## src/pwm_status_pkg.sv

```systemverilog
// constants shared by the pwm generator status block: register map,
// field positions, reset values and time-base states.
// assumes a 32-bit AHB-Lite register window of 32 bytes.
package pwm_status_pkg;

  // register byte offsets
  localparam logic [7:0] OFS_STATUS   = 8'h00;
  localparam logic [7:0] OFS_CTRL     = 8'h04;
  localparam logic [7:0] OFS_PERIOD   = 8'h08;
  localparam logic [7:0] OFS_DUTY     = 8'h0C;
  localparam logic [7:0] OFS_CAPVAL   = 8'h10;
  localparam logic [7:0] OFS_IRQ_STAT = 8'h14;
  localparam logic [7:0] OFS_IRQ_MASK = 8'h18;
  localparam logic [7:0] OFS_DUTY_ACT = 8'h1C;

  // pwm_generator_status fields
  localparam int STAT_CAP    = 5;
  localparam int STAT_UPDATE = 4;
  localparam int STAT_DATA_UPDATE_REQUEST = 3;
  localparam int STAT_OUTPUT_STEERING_PHASE  = 2;
  localparam int STAT_HALF   = 1;
  localparam int STAT_CYCLE_TRIGGERED_STATUS   = 0;

  // control fields; the software trigger bit is a write-only pulse
  localparam int CTRL_W        = 4;
  localparam int CTRL_EN       = 0;
  localparam int CTRL_CENTER   = 1;
  localparam int CTRL_PUSHPULL = 2;
  localparam int CTRL_CONT     = 3;
  localparam int CTRL_SWTRIG   = 4;

  // interrupt status and mask fields
  localparam int IRQ_W   = 3;
  localparam int IRQ_CAP = 0;
  localparam int IRQ_UPD = 1;
  localparam int IRQ_CYC = 2;

  // time base width and reset values
  localparam int TB_W = 16;
  localparam logic [TB_W-1:0]   PERIOD_RST = 16'h00FF;
  localparam logic [TB_W-1:0]   DUTY_RST   = 16'h0080;
  localparam logic [CTRL_W-1:0] CTRL_RST   = 4'h0;
  localparam logic [IRQ_W-1:0]  MASK_RST   = 3'h0;

  // reset release depth
  localparam int SYNC_STAGES = 2;

  typedef enum logic [1:0] {
    TB_IDLE,
    TB_UP,
    TB_DOWN
  } tb_state_e;

endpackage

```

## src/reset_release.sv

```systemverilog
// reset release: asserts at once, deasserts after two clock edges.
// assumes arst_n_i may be asynchronous to clk_i.
`timescale 1ns/10ps
`default_nettype none
module reset_release (
  input  wire logic clk_i,
  input  wire logic arst_n_i,
  output var  logic rst_n_o
);
  logic [pwm_status_pkg::SYNC_STAGES-1:0] chain_reg;

  // the first stage only feeds the second, never any other logic
  always_ff @(posedge clk_i or negedge arst_n_i) begin
    if (!arst_n_i) begin
      chain_reg <= '0;
    end else begin
      chain_reg <= {chain_reg[pwm_status_pkg::SYNC_STAGES-2:0], 1'b1};
    end
  end

  assign rst_n_o = chain_reg[pwm_status_pkg::SYNC_STAGES-1];
endmodule
`default_nettype wire

```

## src/sticky_flag.sv

```systemverilog
// one sticky event bit, cleared by writing a one; a set wins over a clear.
// assumes clr_i is a one-cycle write strobe from the register bus.
`timescale 1ns/10ps
`default_nettype none
module sticky_flag (
  input  wire logic clk_i,
  input  wire logic rst_n_i,
  input  wire logic set_i,
  input  wire logic clr_i,
  output var  logic flag_o
);
  logic flag_reg;
  logic flag_next;

  // set beats clear so an event in the clearing cycle is kept
  always_comb begin
    flag_next = flag_reg;
    if (set_i) begin
      flag_next = 1'b1;
    end else if (clr_i) begin
      flag_next = 1'b0;
    end
  end

  always_ff @(posedge clk_i or negedge rst_n_i) begin
    if (!rst_n_i) begin
      flag_reg <= 1'b0;
    end else begin
      flag_reg <= flag_next;
    end
  end

  assign flag_o = flag_reg;
endmodule
`default_nettype wire

```

## src/pwm_generator_status_flags.sv

```systemverilog
// pwm generator with its status register, data update and capture logic.
// assumes a single AHB-Lite master with this block as the only slave.
// What this block does
// - capture flag set once time base latched
// - writing one to capture flag starts capture
// - no further captures while capture flag set
// - pending update shows flag, blocks data writes
// - writing update request bit makes update pending
// - update request bit always reads zero
// - steering bit marks second push-pull cycle
// - half bit marks second center-aligned half
// - trigger bit high while cycle runs
//
// Implementation choices: the placing of the registers and the AHB-Lite interface to the registers.
`timescale 1ns/10ps
`default_nettype none
module pwm_generator_status_flags (
  input  wire logic        ref_clk_i,
  input  wire logic        arst_n_i,
  input  wire logic        hsel_i,
  input  wire logic [31:0] haddr_i,
  input  wire logic [1:0]  htrans_i,
  input  wire logic        hwrite_i,
  input  wire logic [2:0]  hsize_i,
  input  wire logic        hready_i,
  input  wire logic [31:0] hwdata_i,
  output var  logic [31:0] hrdata_o,
  output var  logic        hreadyout_o,
  output var  logic        hresp_o,
  input  wire logic        ext_cycle_triggered_status_i,
  input  wire logic        cap_cycle_triggered_status_i,
  output var  logic        pwm_h_o,
  output var  logic        pwm_l_o,
  output var  logic        irq_o
);
  localparam int W = pwm_status_pkg::TB_W;

  logic                  rst_n;
  // bus state
  logic                  wr_reg;
  logic                  wr_next;
  logic [7:0]            addr_reg;
  logic [7:0]            addr_next;
  logic [31:0]           hrdata_reg;
  logic [31:0]           hrdata_next;
  logic                  hready_reg;
  logic                  acc;
  logic                  map_hit;
  // software registers
  logic [pwm_status_pkg::CTRL_W-1:0] ctrl_reg;
  logic [pwm_status_pkg::CTRL_W-1:0] ctrl_next;
  logic [W-1:0]          period_reg;
  logic [W-1:0]          period_next;
  logic [W-1:0]          duty_reg;
  logic [W-1:0]          duty_next;
  logic [W-1:0]          period_act_reg;
  logic [W-1:0]          period_act_next;
  logic [W-1:0]          duty_act_reg;
  logic [W-1:0]          duty_act_next;
  logic [pwm_status_pkg::IRQ_W-1:0]  mask_reg;
  logic [pwm_status_pkg::IRQ_W-1:0]  mask_next;
  logic [pwm_status_pkg::IRQ_W-1:0]  irq_stat;
  // time base
  pwm_status_pkg::tb_state_e state_reg;
  pwm_status_pkg::tb_state_e state_next;
  logic [W-1:0]          cnt_reg;
  logic [W-1:0]          cnt_next;
  logic                  output_steering_phase_reg;
  logic                  output_steering_phase_next;
  logic                  pwm_h_reg;
  logic                  pwm_h_next;
  logic                  pwm_l_reg;
  logic                  pwm_l_next;
  logic                  irq_reg;
  logic                  irq_next;
  // status flags
  logic                  cap_reg;
  logic                  cap_next;
  logic                  cap_req_reg;
  logic                  cap_req_next;
  logic [W-1:0]          capval_reg;
  logic [W-1:0]          capval_next;
  logic                  upd_pend_reg;
  logic                  upd_pend_next;
  // strobes
  logic                  stat_wr;
  logic                  ctrl_wr;
  logic                  cycle_triggered_status;
  logic                  cyc_start;
  logic                  cyc_end;
  logic                  boundary;
  logic                  cap_event;
  logic                  upd_set;
  logic                  transfer;
  logic                  pwm_on;

  reset_release u_reset_release (
    .clk_i    (ref_clk_i),
    .arst_n_i (arst_n_i),
    .rst_n_o  (rst_n)
  );

  // address phase decode; only the low byte selects within the window
  assign acc     = hsel_i & htrans_i[1] & hready_i;
  assign map_hit = (haddr_i[31:5] == 27'h0000000);
  assign stat_wr = wr_reg & (addr_reg == pwm_status_pkg::OFS_STATUS);
  assign ctrl_wr = wr_reg & (addr_reg == pwm_status_pkg::OFS_CTRL);

  // read data is picked in the address phase so the slave needs no wait states
  always_comb begin
    wr_next     = acc & hwrite_i & map_hit;
    addr_next   = acc ? {haddr_i[7:2], 2'b00} : addr_reg;
    hrdata_next = 32'h00000000;
    if (acc & !hwrite_i & map_hit) begin
      unique case ({haddr_i[7:2], 2'b00})
        pwm_status_pkg::OFS_STATUS: begin
          hrdata_next[pwm_status_pkg::STAT_CAP]    = cap_reg;
          hrdata_next[pwm_status_pkg::STAT_UPDATE] = upd_pend_reg;
          hrdata_next[pwm_status_pkg::STAT_DATA_UPDATE_REQUEST] = 1'b0;
          hrdata_next[pwm_status_pkg::STAT_OUTPUT_STEERING_PHASE]  = output_steering_phase_reg
            & ctrl_reg[pwm_status_pkg::CTRL_PUSHPULL];
          hrdata_next[pwm_status_pkg::STAT_HALF]   = ctrl_reg[pwm_status_pkg::CTRL_CENTER]
            & (state_reg == pwm_status_pkg::TB_DOWN);
          hrdata_next[pwm_status_pkg::STAT_CYCLE_TRIGGERED_STATUS]   =
            (state_reg != pwm_status_pkg::TB_IDLE);
        end
        pwm_status_pkg::OFS_CTRL:     hrdata_next = {28'h0000000, ctrl_reg};
        pwm_status_pkg::OFS_PERIOD:   hrdata_next = {16'h0000, period_reg};
        pwm_status_pkg::OFS_DUTY:     hrdata_next = {16'h0000, duty_reg};
        pwm_status_pkg::OFS_CAPVAL:   hrdata_next = {16'h0000, capval_reg};
        pwm_status_pkg::OFS_IRQ_STAT: hrdata_next = {29'h00000000, irq_stat};
        pwm_status_pkg::OFS_IRQ_MASK: hrdata_next = {29'h00000000, mask_reg};
        pwm_status_pkg::OFS_DUTY_ACT: hrdata_next = {16'h0000, duty_act_reg};
        default:                      hrdata_next = 32'h00000000;
      endcase
    end
  end

  always_ff @(posedge ref_clk_i or negedge rst_n) begin
    if (!rst_n) begin
      wr_reg     <= 1'b0;
      addr_reg   <= 8'h00;
      hrdata_reg <= 32'h00000000;
      hready_reg <= 1'b0;
    end else begin
      wr_reg     <= wr_next;
      addr_reg   <= addr_next;
      hrdata_reg <= hrdata_next;
      hready_reg <= 1'b1;
    end
  end

  assign hrdata_o    = hrdata_reg;
  assign hreadyout_o = hready_reg;
  assign hresp_o     = 1'b0;

  // software registers; data registers are frozen while an update is pending
  always_comb begin
    ctrl_next       = ctrl_reg;
    period_next     = period_reg;
    duty_next       = duty_reg;
    mask_next       = mask_reg;
    period_act_next = period_act_reg;
    duty_act_next   = duty_act_reg;
    if (ctrl_wr) begin
      ctrl_next = hwdata_i[pwm_status_pkg::CTRL_W-1:0];
    end
    if (wr_reg & (addr_reg == pwm_status_pkg::OFS_PERIOD) & !upd_pend_reg) begin
      period_next = hwdata_i[W-1:0];
    end
    if (wr_reg & (addr_reg == pwm_status_pkg::OFS_DUTY) & !upd_pend_reg) begin
      duty_next = hwdata_i[W-1:0];
    end
    if (wr_reg & (addr_reg == pwm_status_pkg::OFS_IRQ_MASK)) begin
      mask_next = hwdata_i[pwm_status_pkg::IRQ_W-1:0];
    end
    if (transfer) begin
      period_act_next = period_reg;
      duty_act_next   = duty_reg;
    end
  end

  always_ff @(posedge ref_clk_i or negedge rst_n) begin
    if (!rst_n) begin
      ctrl_reg       <= pwm_status_pkg::CTRL_RST;
      period_reg     <= pwm_status_pkg::PERIOD_RST;
      duty_reg       <= pwm_status_pkg::DUTY_RST;
      mask_reg       <= pwm_status_pkg::MASK_RST;
      period_act_reg <= pwm_status_pkg::PERIOD_RST;
      duty_act_reg   <= pwm_status_pkg::DUTY_RST;
    end else begin
      ctrl_reg       <= ctrl_next;
      period_reg     <= period_next;
      duty_reg       <= duty_next;
      mask_reg       <= mask_next;
      period_act_reg <= period_act_next;
      duty_act_reg   <= duty_act_next;
    end
  end

  // time base: edge mode counts up to period, center mode up then down
  assign cycle_triggered_status = ctrl_reg[pwm_status_pkg::CTRL_EN]
              & (ext_cycle_triggered_status_i | (ctrl_wr & hwdata_i[pwm_status_pkg::CTRL_SWTRIG]));
  assign cyc_end = ((state_reg == pwm_status_pkg::TB_UP) & (cnt_reg == period_act_reg)
                    & !(ctrl_reg[pwm_status_pkg::CTRL_CENTER] & (cnt_reg != {W{1'b0}})))
                 | ((state_reg == pwm_status_pkg::TB_DOWN) & (cnt_reg == {W{1'b0}}));
  assign cyc_start = ((state_reg == pwm_status_pkg::TB_IDLE) & cycle_triggered_status)
                   | (cyc_end & ctrl_reg[pwm_status_pkg::CTRL_CONT]
                      & ctrl_reg[pwm_status_pkg::CTRL_EN]);
  // idle counts as a boundary so an update never waits for a cycle that never runs
  assign boundary = cyc_end | (state_reg == pwm_status_pkg::TB_IDLE);
  assign pwm_on   = (state_reg != pwm_status_pkg::TB_IDLE) & (cnt_reg < duty_act_reg);

  always_comb begin
    state_next = state_reg;
    cnt_next   = cnt_reg;
    output_steering_phase_next = output_steering_phase_reg;
    unique case (state_reg)
      pwm_status_pkg::TB_IDLE: begin
        cnt_next = {W{1'b0}};
      end
      pwm_status_pkg::TB_UP: begin
        if (cyc_end) begin
          state_next = pwm_status_pkg::TB_IDLE;
        end else if (cnt_reg == period_act_reg) begin
          state_next = pwm_status_pkg::TB_DOWN;
          cnt_next   = cnt_reg - 16'h0001;
        end else begin
          cnt_next = cnt_reg + 16'h0001;
        end
      end
      pwm_status_pkg::TB_DOWN: begin
        if (cyc_end) begin
          state_next = pwm_status_pkg::TB_IDLE;
        end else begin
          cnt_next = cnt_reg - 16'h0001;
        end
      end
      default: begin
        state_next = pwm_status_pkg::TB_IDLE;
      end
    endcase
    // a cycle start restarts the count whatever the state did above;
    // steering follows the mode being written, so the first pair cycle reads as the first
    if (cyc_start) begin
      state_next = pwm_status_pkg::TB_UP;
      cnt_next   = {W{1'b0}};
      if (ctrl_next[pwm_status_pkg::CTRL_PUSHPULL]) begin
        output_steering_phase_next = !output_steering_phase_reg;
      end
    end
    if (!ctrl_reg[pwm_status_pkg::CTRL_EN]) begin
      state_next = pwm_status_pkg::TB_IDLE;
    end
    // leaving push-pull parks steering so the next pair starts on the first cycle
    if (!ctrl_next[pwm_status_pkg::CTRL_PUSHPULL]) begin
      output_steering_phase_next = 1'b1;
    end
    pwm_h_next = pwm_on & !(ctrl_reg[pwm_status_pkg::CTRL_PUSHPULL] & output_steering_phase_reg);
    pwm_l_next = pwm_on & ctrl_reg[pwm_status_pkg::CTRL_PUSHPULL] & output_steering_phase_reg;
    irq_next   = |(irq_stat & mask_reg);
  end

  always_ff @(posedge ref_clk_i or negedge rst_n) begin
    if (!rst_n) begin
      state_reg <= pwm_status_pkg::TB_IDLE;
      cnt_reg   <= {W{1'b0}};
      output_steering_phase_reg <= 1'b1;
      pwm_h_reg <= 1'b0;
      pwm_l_reg <= 1'b0;
      irq_reg   <= 1'b0;
    end else begin
      state_reg <= state_next;
      cnt_reg   <= cnt_next;
      output_steering_phase_reg <= output_steering_phase_next;
      pwm_h_reg <= pwm_h_next;
      pwm_l_reg <= pwm_l_next;
      irq_reg   <= irq_next;
    end
  end

  assign pwm_h_o = pwm_h_reg;
  assign pwm_l_o = pwm_l_reg;
  assign irq_o   = irq_reg;

  // capture and update flags
  assign cap_event = !cap_reg & (cap_req_reg | cap_cycle_triggered_status_i);
  assign upd_set   = stat_wr & hwdata_i[pwm_status_pkg::STAT_DATA_UPDATE_REQUEST];
  assign transfer  = upd_pend_reg & boundary;

  always_comb begin
    cap_next      = cap_reg;
    cap_req_next  = cap_req_reg;
    capval_next   = capval_reg;
    upd_pend_next = upd_pend_reg;
    // writing zero clears the flag; writing one asks for a software capture
    if (stat_wr & !hwdata_i[pwm_status_pkg::STAT_CAP]) begin
      cap_next = 1'b0;
    end
    if (stat_wr & hwdata_i[pwm_status_pkg::STAT_CAP] & !cap_reg) begin
      cap_req_next = 1'b1;
    end
    if (cap_event) begin
      cap_next     = 1'b1;
      cap_req_next = 1'b0;
      capval_next  = cnt_reg;
    end
    if (transfer) begin
      upd_pend_next = 1'b0;
    end
    // a fresh request beats the clearing boundary
    if (upd_set) begin
      upd_pend_next = 1'b1;
    end
  end

  always_ff @(posedge ref_clk_i or negedge rst_n) begin
    if (!rst_n) begin
      cap_reg      <= 1'b0;
      cap_req_reg  <= 1'b0;
      capval_reg   <= {W{1'b0}};
      upd_pend_reg <= 1'b0;
    end else begin
      cap_reg      <= cap_next;
      cap_req_reg  <= cap_req_next;
      capval_reg   <= capval_next;
      upd_pend_reg <= upd_pend_next;
    end
  end

  // interrupt sources: capture done, update applied, cycle started
  logic [pwm_status_pkg::IRQ_W-1:0] irq_set;
  logic                             irq_clr_wr;
  assign irq_set[pwm_status_pkg::IRQ_CAP] = cap_event;
  assign irq_set[pwm_status_pkg::IRQ_UPD] = transfer;
  assign irq_set[pwm_status_pkg::IRQ_CYC] = cyc_start;
  assign irq_clr_wr = wr_reg & (addr_reg == pwm_status_pkg::OFS_IRQ_STAT);

  for (genvar i = 0; i < pwm_status_pkg::IRQ_W; i++) begin : g_irq
    sticky_flag u_sticky_flag (
      .clk_i   (ref_clk_i),
      .rst_n_i (rst_n),
      .set_i   (irq_set[i]),
      .clr_i   (irq_clr_wr & hwdata_i[i]),
      .flag_o  (irq_stat[i])
    );
  end

  // checks
  chk_cap_latch: assert property (@(posedge ref_clk_i) disable iff (!rst_n)
    cap_event |=> cap_reg && (capval_reg == $past(cnt_reg)))
    else $error("capture flag or value not taken");

  chk_cap_cause: assert property (@(posedge ref_clk_i) disable iff (!rst_n)
    $rose(cap_reg) |-> $past(cap_event))
    else $error("capture flag rose with no capture");

  chk_sw_capture: assert property (@(posedge ref_clk_i) disable iff (!rst_n)
    (stat_wr && hwdata_i[pwm_status_pkg::STAT_CAP] && !cap_reg) |-> ##[1:2] cap_reg)
    else $error("software capture request not served");

  chk_cap_hold: assert property (@(posedge ref_clk_i) disable iff (!rst_n)
    (cap_reg && !stat_wr) |=> cap_reg && $stable(capval_reg))
    else $error("capture taken while flag set");

  chk_upd_block: assert property (@(posedge ref_clk_i) disable iff (!rst_n)
    (upd_pend_reg && wr_reg && (addr_reg == pwm_status_pkg::OFS_DUTY)) |=> $stable(duty_reg))
    else $error("data register written while update pending");

  chk_upd_request: assert property (@(posedge ref_clk_i) disable iff (!rst_n)
    upd_set |=> upd_pend_reg)
    else $error("update request not made pending");

  chk_data_update_request_zero: assert property (@(posedge ref_clk_i) disable iff (!rst_n)
    $past(acc && !hwrite_i && map_hit && (haddr_i[7:0] == pwm_status_pkg::OFS_STATUS))
      |-> !hrdata_o[pwm_status_pkg::STAT_DATA_UPDATE_REQUEST])
    else $error("update request bit read back as one");

  chk_output_steering_phase_out: assert property (@(posedge ref_clk_i) disable iff (!rst_n)
    pwm_l_o |-> $past(output_steering_phase_reg && ctrl_reg[pwm_status_pkg::CTRL_PUSHPULL]))
    else $error("second push-pull output outside second cycle");

  chk_half_mode: assert property (@(posedge ref_clk_i) disable iff (!rst_n)
    $rose(state_reg == pwm_status_pkg::TB_DOWN) |-> $past(ctrl_reg[pwm_status_pkg::CTRL_CENTER]))
    else $error("second half entered outside center mode");

  chk_cycle_triggered_status_run: assert property (@(posedge ref_clk_i) disable iff (!rst_n)
    ((state_reg == pwm_status_pkg::TB_IDLE) && cycle_triggered_status) |=> (state_reg == pwm_status_pkg::TB_UP))
    else $error("trigger did not start a cycle");

  chk_upd_done: assert property (@(posedge ref_clk_i) disable iff (!rst_n)
    (transfer && !upd_set) |=> !upd_pend_reg && (duty_act_reg == $past(duty_reg)))
    else $error("pending update not applied at boundary");

  chk_output_steering_phase_flip: assert property (@(posedge ref_clk_i) disable iff (!rst_n)
    (cyc_start && ctrl_next[pwm_status_pkg::CTRL_PUSHPULL]) |=> (output_steering_phase_reg != $past(output_steering_phase_reg)))
    else $error("steering did not toggle at cycle start");

endmodule
`default_nettype wire

```

## config.mk

```make
export PLATFORM = sky130hd
export DESIGN_NAME = pwm_generator_status_flags
export DESIGN_NICKNAME = d
export VERILOG_FILES = /design/src/pwm_status_pkg.sv /design/src/reset_release.sv /design/src/sticky_flag.sv /design/src/pwm_generator_status_flags.sv
export SDC_FILE = /design/constraint.sdc
export NUM_CORES = 1
export LEC_CHECK = 0
export ABC_AREA = 1
export BUFFER_PORTS_ARGS = -buffer_cell sky130_fd_sc_hd__buf_2
export CAP_MARGIN = 20
export CORE_AREA = 2 2 112 141
export DETAILED_ROUTE_END_ITERATION = 6
export DIE_AREA = 0 0 114 143
export GPL_TIMING_DRIVEN = 1
export PLACE_DENSITY = 0.87
export SYNTH_ARGS = -nofsm -noshare
export SYNTH_HDL_FRONTEND = slang
export SYNTH_HIERARCHICAL = 1
export SYNTH_SLANG_ARGS = --single-unit
```

## constraint.sdc

```tcl
create_clock -name ref_clk_i -period 5.2 [get_ports ref_clk_i]
set_input_delay 0.78 -clock ref_clk_i [delete_from_list [all_inputs] [get_ports ref_clk_i]]
set_output_delay 0.78 -clock ref_clk_i [all_outputs]
set_load 0.02 [all_outputs]
```

After elaboration in Yosys (flattened, before gate mapping)
Cells that the tools add are included.

Add/subtract/negate cells: 2. Order comparisons: 1. Eq/ne operators: 21. Mux-type cells: 29. Bitwise operators: 44. Reductions and logical operators: 24.

Operator list (number): $mux W16 (4); $pmux W16 S3 (1); $pmux W6 S8 (1); $pmux W10 S4 (1); $and A1 B1 Y1 (38); $eq A6 B3 Y1 const B (6); $mux W32 (1); $logic_not A27 Y1 (1); $eq A6 B2 Y1 const B (4); $add A16 B1 Y16 const B (1); $eq A16 B16 Y1 (1); $logic_not A16 Y1 (1); $lt A16 B16 Y1 (1); $reduce_bool A16 Y1 (1); $sub A16 B1 Y16 const B (1); $mux W1 (14); $reduce_bool A2 Y1 (7); $eq A6 B1 Y1 const B (2); $mux W2 (5); $ne A3 B3 Y1 const B (3); $logic_not A8 Y1 (1); $logic_not A1 Y1 (7); $logic_not A6 Y1 (1); $pmux W2 S3 (1); 12 further kinds (17).

Register bits after elaboration: 157. Input bits: 76. Output and inout bits: 37. Logic and storage cells: 146.

Depth between registers and ports, before layout
Word-level depth: 10. Depth in mapped cells: 15. Gate-level depth less buffers: 14.

Cells and area by module
The synthesis kept the hierarchy.

Modules (own cells, without submodules): pwm_generator_status_flags (times used 1, cells each 1046, area each 7882.6 um^2, seq. area each 3427.0 um^2); sticky_flag (times used 3, cells each 5, area each 40.0 um^2, seq. area each 25.0 um^2); reset_release (times used 1, cells each 3, area each 53.8 um^2, seq. area each 50.0 um^2).

Worst setup path after synthesis
Ideal clock, no wire load.

Kind: reg2reg. Start: reg cnt_reg[0]. End: reg cnt_reg[10]. Setup time: 0.117 ns. Arrival time: 1.864 ns. Data required time: 5.083 ns. Slack: 3.218 ns. Stages on the path, launching flop included: 14. Buffers on the path: 2. Clock period less this slack: 1.982 ns. Path through: dfrtp_1 buf_4 inv_2 ha_1 nand2_1 nor2_2 nand2_1 nand2_1 nand4_4 nand2_1 nand3_2 buf_2 nand4_1 nand2_1.

Word-level cells in the longest chain between the ends: 10. Elaborated cells on any way between the ends: 23. Those cells by class: add/sub: 2; eq/ne: 3; mux: 5; bitwise: 8; reduce/logical: 5.

RTL lines: start: declaration (line pwm_generator_status_flags.sv:66) `logic [W-1:0] cnt_reg;`; start signal: assignment (line pwm_generator_status_flags.sv:267) `cnt_reg <= {W{1'b0}};`; start signal: assignment (line pwm_generator_status_flags.sv:274) `cnt_reg <= cnt_next;`; $reduce_bool A16 Y1 (line pwm_generator_status_flags.sv:205) `& !(ctrl_reg[pwm_status_pkg::CTRL_CENTER] & (cnt_reg != {W{1'b0}})))`; $and A1 B1 Y1 (line pwm_generator_status_flags.sv:205); $logic_not A1 Y1 (line pwm_generator_status_flags.sv:205); $and A1 B1 Y1 (line pwm_generator_status_flags.sv:205); $or A1 B1 Y1 (line pwm_generator_status_flags.sv:206) `| ((state_reg == pwm_status_pkg::TB_DOWN) & (cnt_reg == {W{1'b0}}));`; $and A1 B1 Y1 (line pwm_generator_status_flags.sv:208) `| (cyc_end & ctrl_reg[pwm_status_pkg::CTRL_CONT]`; $and A1 B1 Y1 (line pwm_generator_status_flags.sv:209) `& ctrl_reg[pwm_status_pkg::CTRL_EN]);`; $or A1 B1 Y1 (line pwm_generator_status_flags.sv:208); $ne A3 B3 Y1 (no source line) or $reduce_bool A4 Y1 (tied branches); $reduce_and A3 Y1 (no source line).

Parallel ways exist; a longest one is shown, timed or not. The select of a mux whose other input is x is not followed. A chain may end at the register's enable or synchronous reset.

Worst setup path in the final report
Start: reg cnt_reg[7]. End: reg period_act_reg[15].

Word-level cells in the longest chain between the ends: 7. Elaborated cells on any way between the ends: 11. Those cells by class: eq/ne: 1; bitwise: 7; reduce/logical: 3.

RTL lines: $reduce_bool A16 Y1 (line pwm_generator_status_flags.sv:205); $and A1 B1 Y1 (line pwm_generator_status_flags.sv:205); $logic_not A1 Y1 (line pwm_generator_status_flags.sv:205); $and A1 B1 Y1 (line pwm_generator_status_flags.sv:205); $or A1 B1 Y1 (*) (line pwm_generator_status_flags.sv:206); $or A1 B1 Y1 (*) (line pwm_generator_status_flags.sv:211) `assign boundary = cyc_end | (state_reg == pwm_status_pkg::TB_IDLE);`; $and A1 B1 Y1 (*) (line pwm_generator_status_flags.sv:289) `assign transfer = upd_pend_reg & boundary;`; end signal: assignment (line pwm_generator_status_flags.sv:189) `period_act_reg <= pwm_status_pkg::PERIOD_RST;`; end signal: assignment (line pwm_generator_status_flags.sv:196) `period_act_reg <= period_act_next;`; end: declaration (line pwm_generator_status_flags.sv:56) `logic [W-1:0] period_act_reg;`.

Every way passes the cells marked *; elsewhere a longest branch is shown, timed or not.

==> impl_table.tex <==
\begin{tabular}{lr}
\hline
Metric & Value \\
\hline
\multicolumn{2}{l}{\textbf{Logic synthesis}} \\
Top FF cell, synth & sky130\_fd\_sc\_hd\_\_dfrtp\_1 \\
Area of the mapped netlist & 0.008056 sq mm \\
Number of warnings reported in the yosys synthesis log & 6 \\
Yosys reg bits & 141 \\
Synth unique cells & 44 \\
Number of flops mapped to enable cells by yosys & 0 \\
Fraction of synthesis flops using an asynchronous set or reset pin & 1.000 \\
Sequential cell area fraction in the yosys report & 0.4409 \\
Mean cell area of the mapped netlist & 7.572 sq um \\
Instance count of the mapped netlist & 1,064 \\
\multicolumn{2}{l}{\textbf{Floorplanning}} \\
Die Y & 143 um \\
Die Area & 0.01630 sq mm \\
I/O Pins & 113 \\
Core area & 0.01489 sq mm \\
Horizontal die dimension & 114 um \\
Starting density of the core & 0.5411 \\
Placement Rows & 50 \\
\multicolumn{2}{l}{\textbf{Timing}} \\
Worst Max-Slew Pin Slew & 1.045 ns \\
Worst setup skew after layout & 0.006606 ns \\
Final TNS setup & 0 ns \\
Crit path time final & 3.083 ns \\
Max-slew violation total from the final report & 0 \\
Final Setup Violations & 0 \\
Least setup slack across all paths after layout & 2.118 ns \\
Tcrit/Tclk final & 0.5928 \\
Count of final hold-check violations & 0 \\
Highest attainable clock frequency & 324.4 MHz \\
Max\_slew headroom & 0.3023 \\
RSZ-0062 raised after global routing & no \\
\multicolumn{2}{l}{\textbf{Detailed routing}} \\
Iteration-0 DRC count of the detailed router & 745 \\
Detailed-route DRC error count & 0 \\
Routed Wire Length & 20.53 mm \\
Total via count after detailed routing & 7,440 \\
First-pass detailed-route iteration total & 6 \\
Vias per Instance & 5.684 \\
Wirelength per Cell & 15.69 um \\
Number of nets with antenna violations after routing & 0 \\
\multicolumn{2}{l}{\textbf{Layout}} \\
Layout fillers & 1,264 \\
Most frequent standard cell in the layout excluding fill and tap cells & sky130\_fd\_sc\_hd\_\_nand2\_1 \\
Number of nets in the layout & 1,210 \\
Area of all placed cells without fillers & 0.008977 sq mm \\
Sequential cell area & 0.003556 sq mm \\
Multi-input combinational cell area & 0.003672 sq mm \\
Layout overhead on the synthesized area & 11.43\% \\
Final cell utilization of the core & 0.6029 \\
Antenna diode count & 0 \\
Fraction of layout instances using a drive strength above 1 & 0.1437 \\
Non-filler instance count after layout & 1,309 \\
Most used cells in the layout excluding fill and tap cells & sky130\_fd\_sc\_hd\_\_nand2\_1 (291), sky130\_fd\_sc\_hd\_\_dfrtp\_1 (121), sky130\_fd\_sc\_hd\_\_inv\_1 (120) \\
\multicolumn{2}{l}{\textbf{Power and ir drop}} \\
Switch share & 0.2548 \\
Share of total power in combinational logic & 0.063 \\
Switching power summed over all nets & 0.0006493 W \\
Flop pwr share & 0.461 \\
Clk pwr share & 0.477 \\
Internal Pwr Total & 0.001899 W \\
Leak pwr & 4.774 nW \\
Peak ir drop on the vdd network & 224.9 uV \\
Pwr/cell area & 283.9 mW/mm\^{}2 \\
\multicolumn{2}{l}{\textbf{CTS}} \\
Total of cells resized after clock tree synthesis & 0 \\
Maximum clock path buffer count & 2 \\
Hold\_buf cts & 0 \\
Num Clock Sinks & 141 \\
TritonCTS clock tree & done \\
CTS Root Buffer Type & sky130\_fd\_sc\_hd\_\_clkbuf\_16 \\
Clock buffer count from CTS & 17 \\
Clk pin slew, worst setup/hold paths & 0.06 ns \\
H-tree levels & 4 \\
Insertion delay to the later sink of the worst-skew pair & 0.44 ns \\
Post-CTS setup buffer count & 0 \\
\multicolumn{2}{l}{\textbf{Critical path}} \\
Required time at the worst-slack endpoint & 5.54 ns \\
Worst setup path startpoint & cnt\_reg[7] \\
Worst Setup End Kind & flip-flop \\
Critical path's largest stage delay & 0.76 ns \\
FF-to-FF setup slack & 2.12 ns \\
Crit Path Max Fanout & 65 \\
Arrival time worst endpoint & 3.43 ns \\
Cell with the biggest individual delay on the critical path & sky130\_fd\_sc\_hd\_\_inv\_2 \\
Most frequent cell on the critical path & sky130\_fd\_sc\_hd\_\_nand2\_1 \\
Number of buffers and inverters on the critical path & 2 \\
Critical path cell sequence & inv\_1 > nand2\_1 > nand2\_1 > nor2\_1 > nand2\_1 > nor2\_4 > nand4\_4 > nand3\_2 > nand2\_1 > inv\_2 > nand2\_1 > o21ai\_0 \\
Crit Path Class & flip-flop to flip-flop \\
Family with the most delay on the worst path & simple AND/OR/NAND/NOR gates \\
Type of origin of the critical path & flip-flop \\
Startpoint of the lowest-slack register-to-register path & cnt\_reg[7] \\
\multicolumn{2}{l}{\textbf{Global routing}} \\
Initial antenna violation count & 0 \\
Via count of the first global-routing pass & 7,209 \\
All-layer global routing usage & 0.2634 \\
Global-route wire length before repair & 33.82 mm \\
Grt total ovfl & 0 \\
Maximum number of pins on one net before global-route repair & 75 \\
\multicolumn{2}{l}{\textbf{Placement}} \\
Pre-CTS WS & 2.238 ns \\
Detailed placement HPWL & 13.69 mm \\
Cell area reported after detailed placement & 0.008335 sq mm \\
Cell total after placement & 1,275 \\
Weighted congestion at the end of routability-driven global placement & 0.9690 \\
Total of buffers placed on input and output ports & 73 \\
\multicolumn{2}{l}{\textbf{Flow run}} \\
Max Cap Violations & 0 \\
\multicolumn{2}{l}{\textbf{Min path}} \\
Worst hold path class & input port to async pin \\
\multicolumn{2}{l}{\textbf{Run status}} \\
Result of the run & finished, final reports clean \\
\hline
\end{tabular}
## logic make-up (layout without fill, tap and decap cells)
group,Yosys count,in the layout,synth area share
compound gates,173,173,0.1185
xor+xnor,13,13,0.01413
fa+ha+maj,20,20,0.03106
buf+inv,195,242,0.1112
flops,141,141,0.4409
mux,2,2,0.002795
other cells,3,19,0.001398
simple gates,517,517,0.2800
## routing by layer
layer  wire length, um  track usage
met2             10360       0.4518
met3              1362      0.06664
met4               946       0.1540
met5                 0            0
met1              7859       0.2956
## worst register-to-register path: cells and delay by family, from the launching register on
kind | cells | cell delay, ns
AO/OA/AOI/OAI | 1 | 0.13
buffers and inverters | 2 | 0.95
flip-flops | 1 | 0.58
AND/OR/NAND/NOR | 9 | 1.34
## cell type report
cell class / count / area share
Sequential cell: 141 / 0.3961
Timing Repair Buffer: 77 / 0.04850
Tap cell: 182 / 0.02537
Clock buffer: 18 / 0.04780
Clock inverter: 14 / 0.01756
Multi-Input combinational cell: 744 / 0.4091
Inverter: 133 / 0.05561
## worst paths after layout
check	end	depth (start not counted)
min in group ref_clk_i	u_reset_release/chain_reg[1]	0
hold reg to reg	u_reset_release/chain_reg[1]	0
setup / recovery	period_act_reg[15]	12
hold / removal	u_reset_release/chain_reg[1]	1
max in group asynchronous	period_act_reg[13]	1
setup reg to reg	period_act_reg[15]	12
## through the flow
stage	total power (W)	hold slack, ns
5_1_grt	0.002626	0.1146
3_3_place_gp	0.001342	0.3440
4_1_cts	0.002550	0.1094
2_1_floorplan	0.001301	0.3312
3_5_place_dp	0.001349	0.3380
6_report	0.002548	0.1153
## power by group through the flow
stage,sequential [W],combinational (W),clock [W]
finish,0.00117,0.000160,0.00121
floorplan,0.00118,0.000118,0
CTS,0.00117,0.000159,0.00122
global placement,0.00119,0.000152,0
detailed placement,0.00119,0.000158,0
global route,0.00118,0.000182,0.00126
## synthesized netlist by cell type, drive strengths merged, types with 3 or more instances
cell type  number  area (sq um)
a21oi          28         140.1
a221oi         11         96.34
a22oi           3         22.52
buf            46         336.6
clkbuf         16         60.06
conb            3         11.26
dfrtp         122          3053
dfstp          19         499.2
ha             20         250.2
inv           133         499.2
nand2         294          1111
nand3          99         515.5
nand4          24         171.4
nor2           80         329.1
nor3            7         46.30
nor4            6         37.54
o21ai         108         540.5
o22ai          15         93.84
or2             5         31.28
xor2           11         96.34
(Power assumes the default switching activity.)
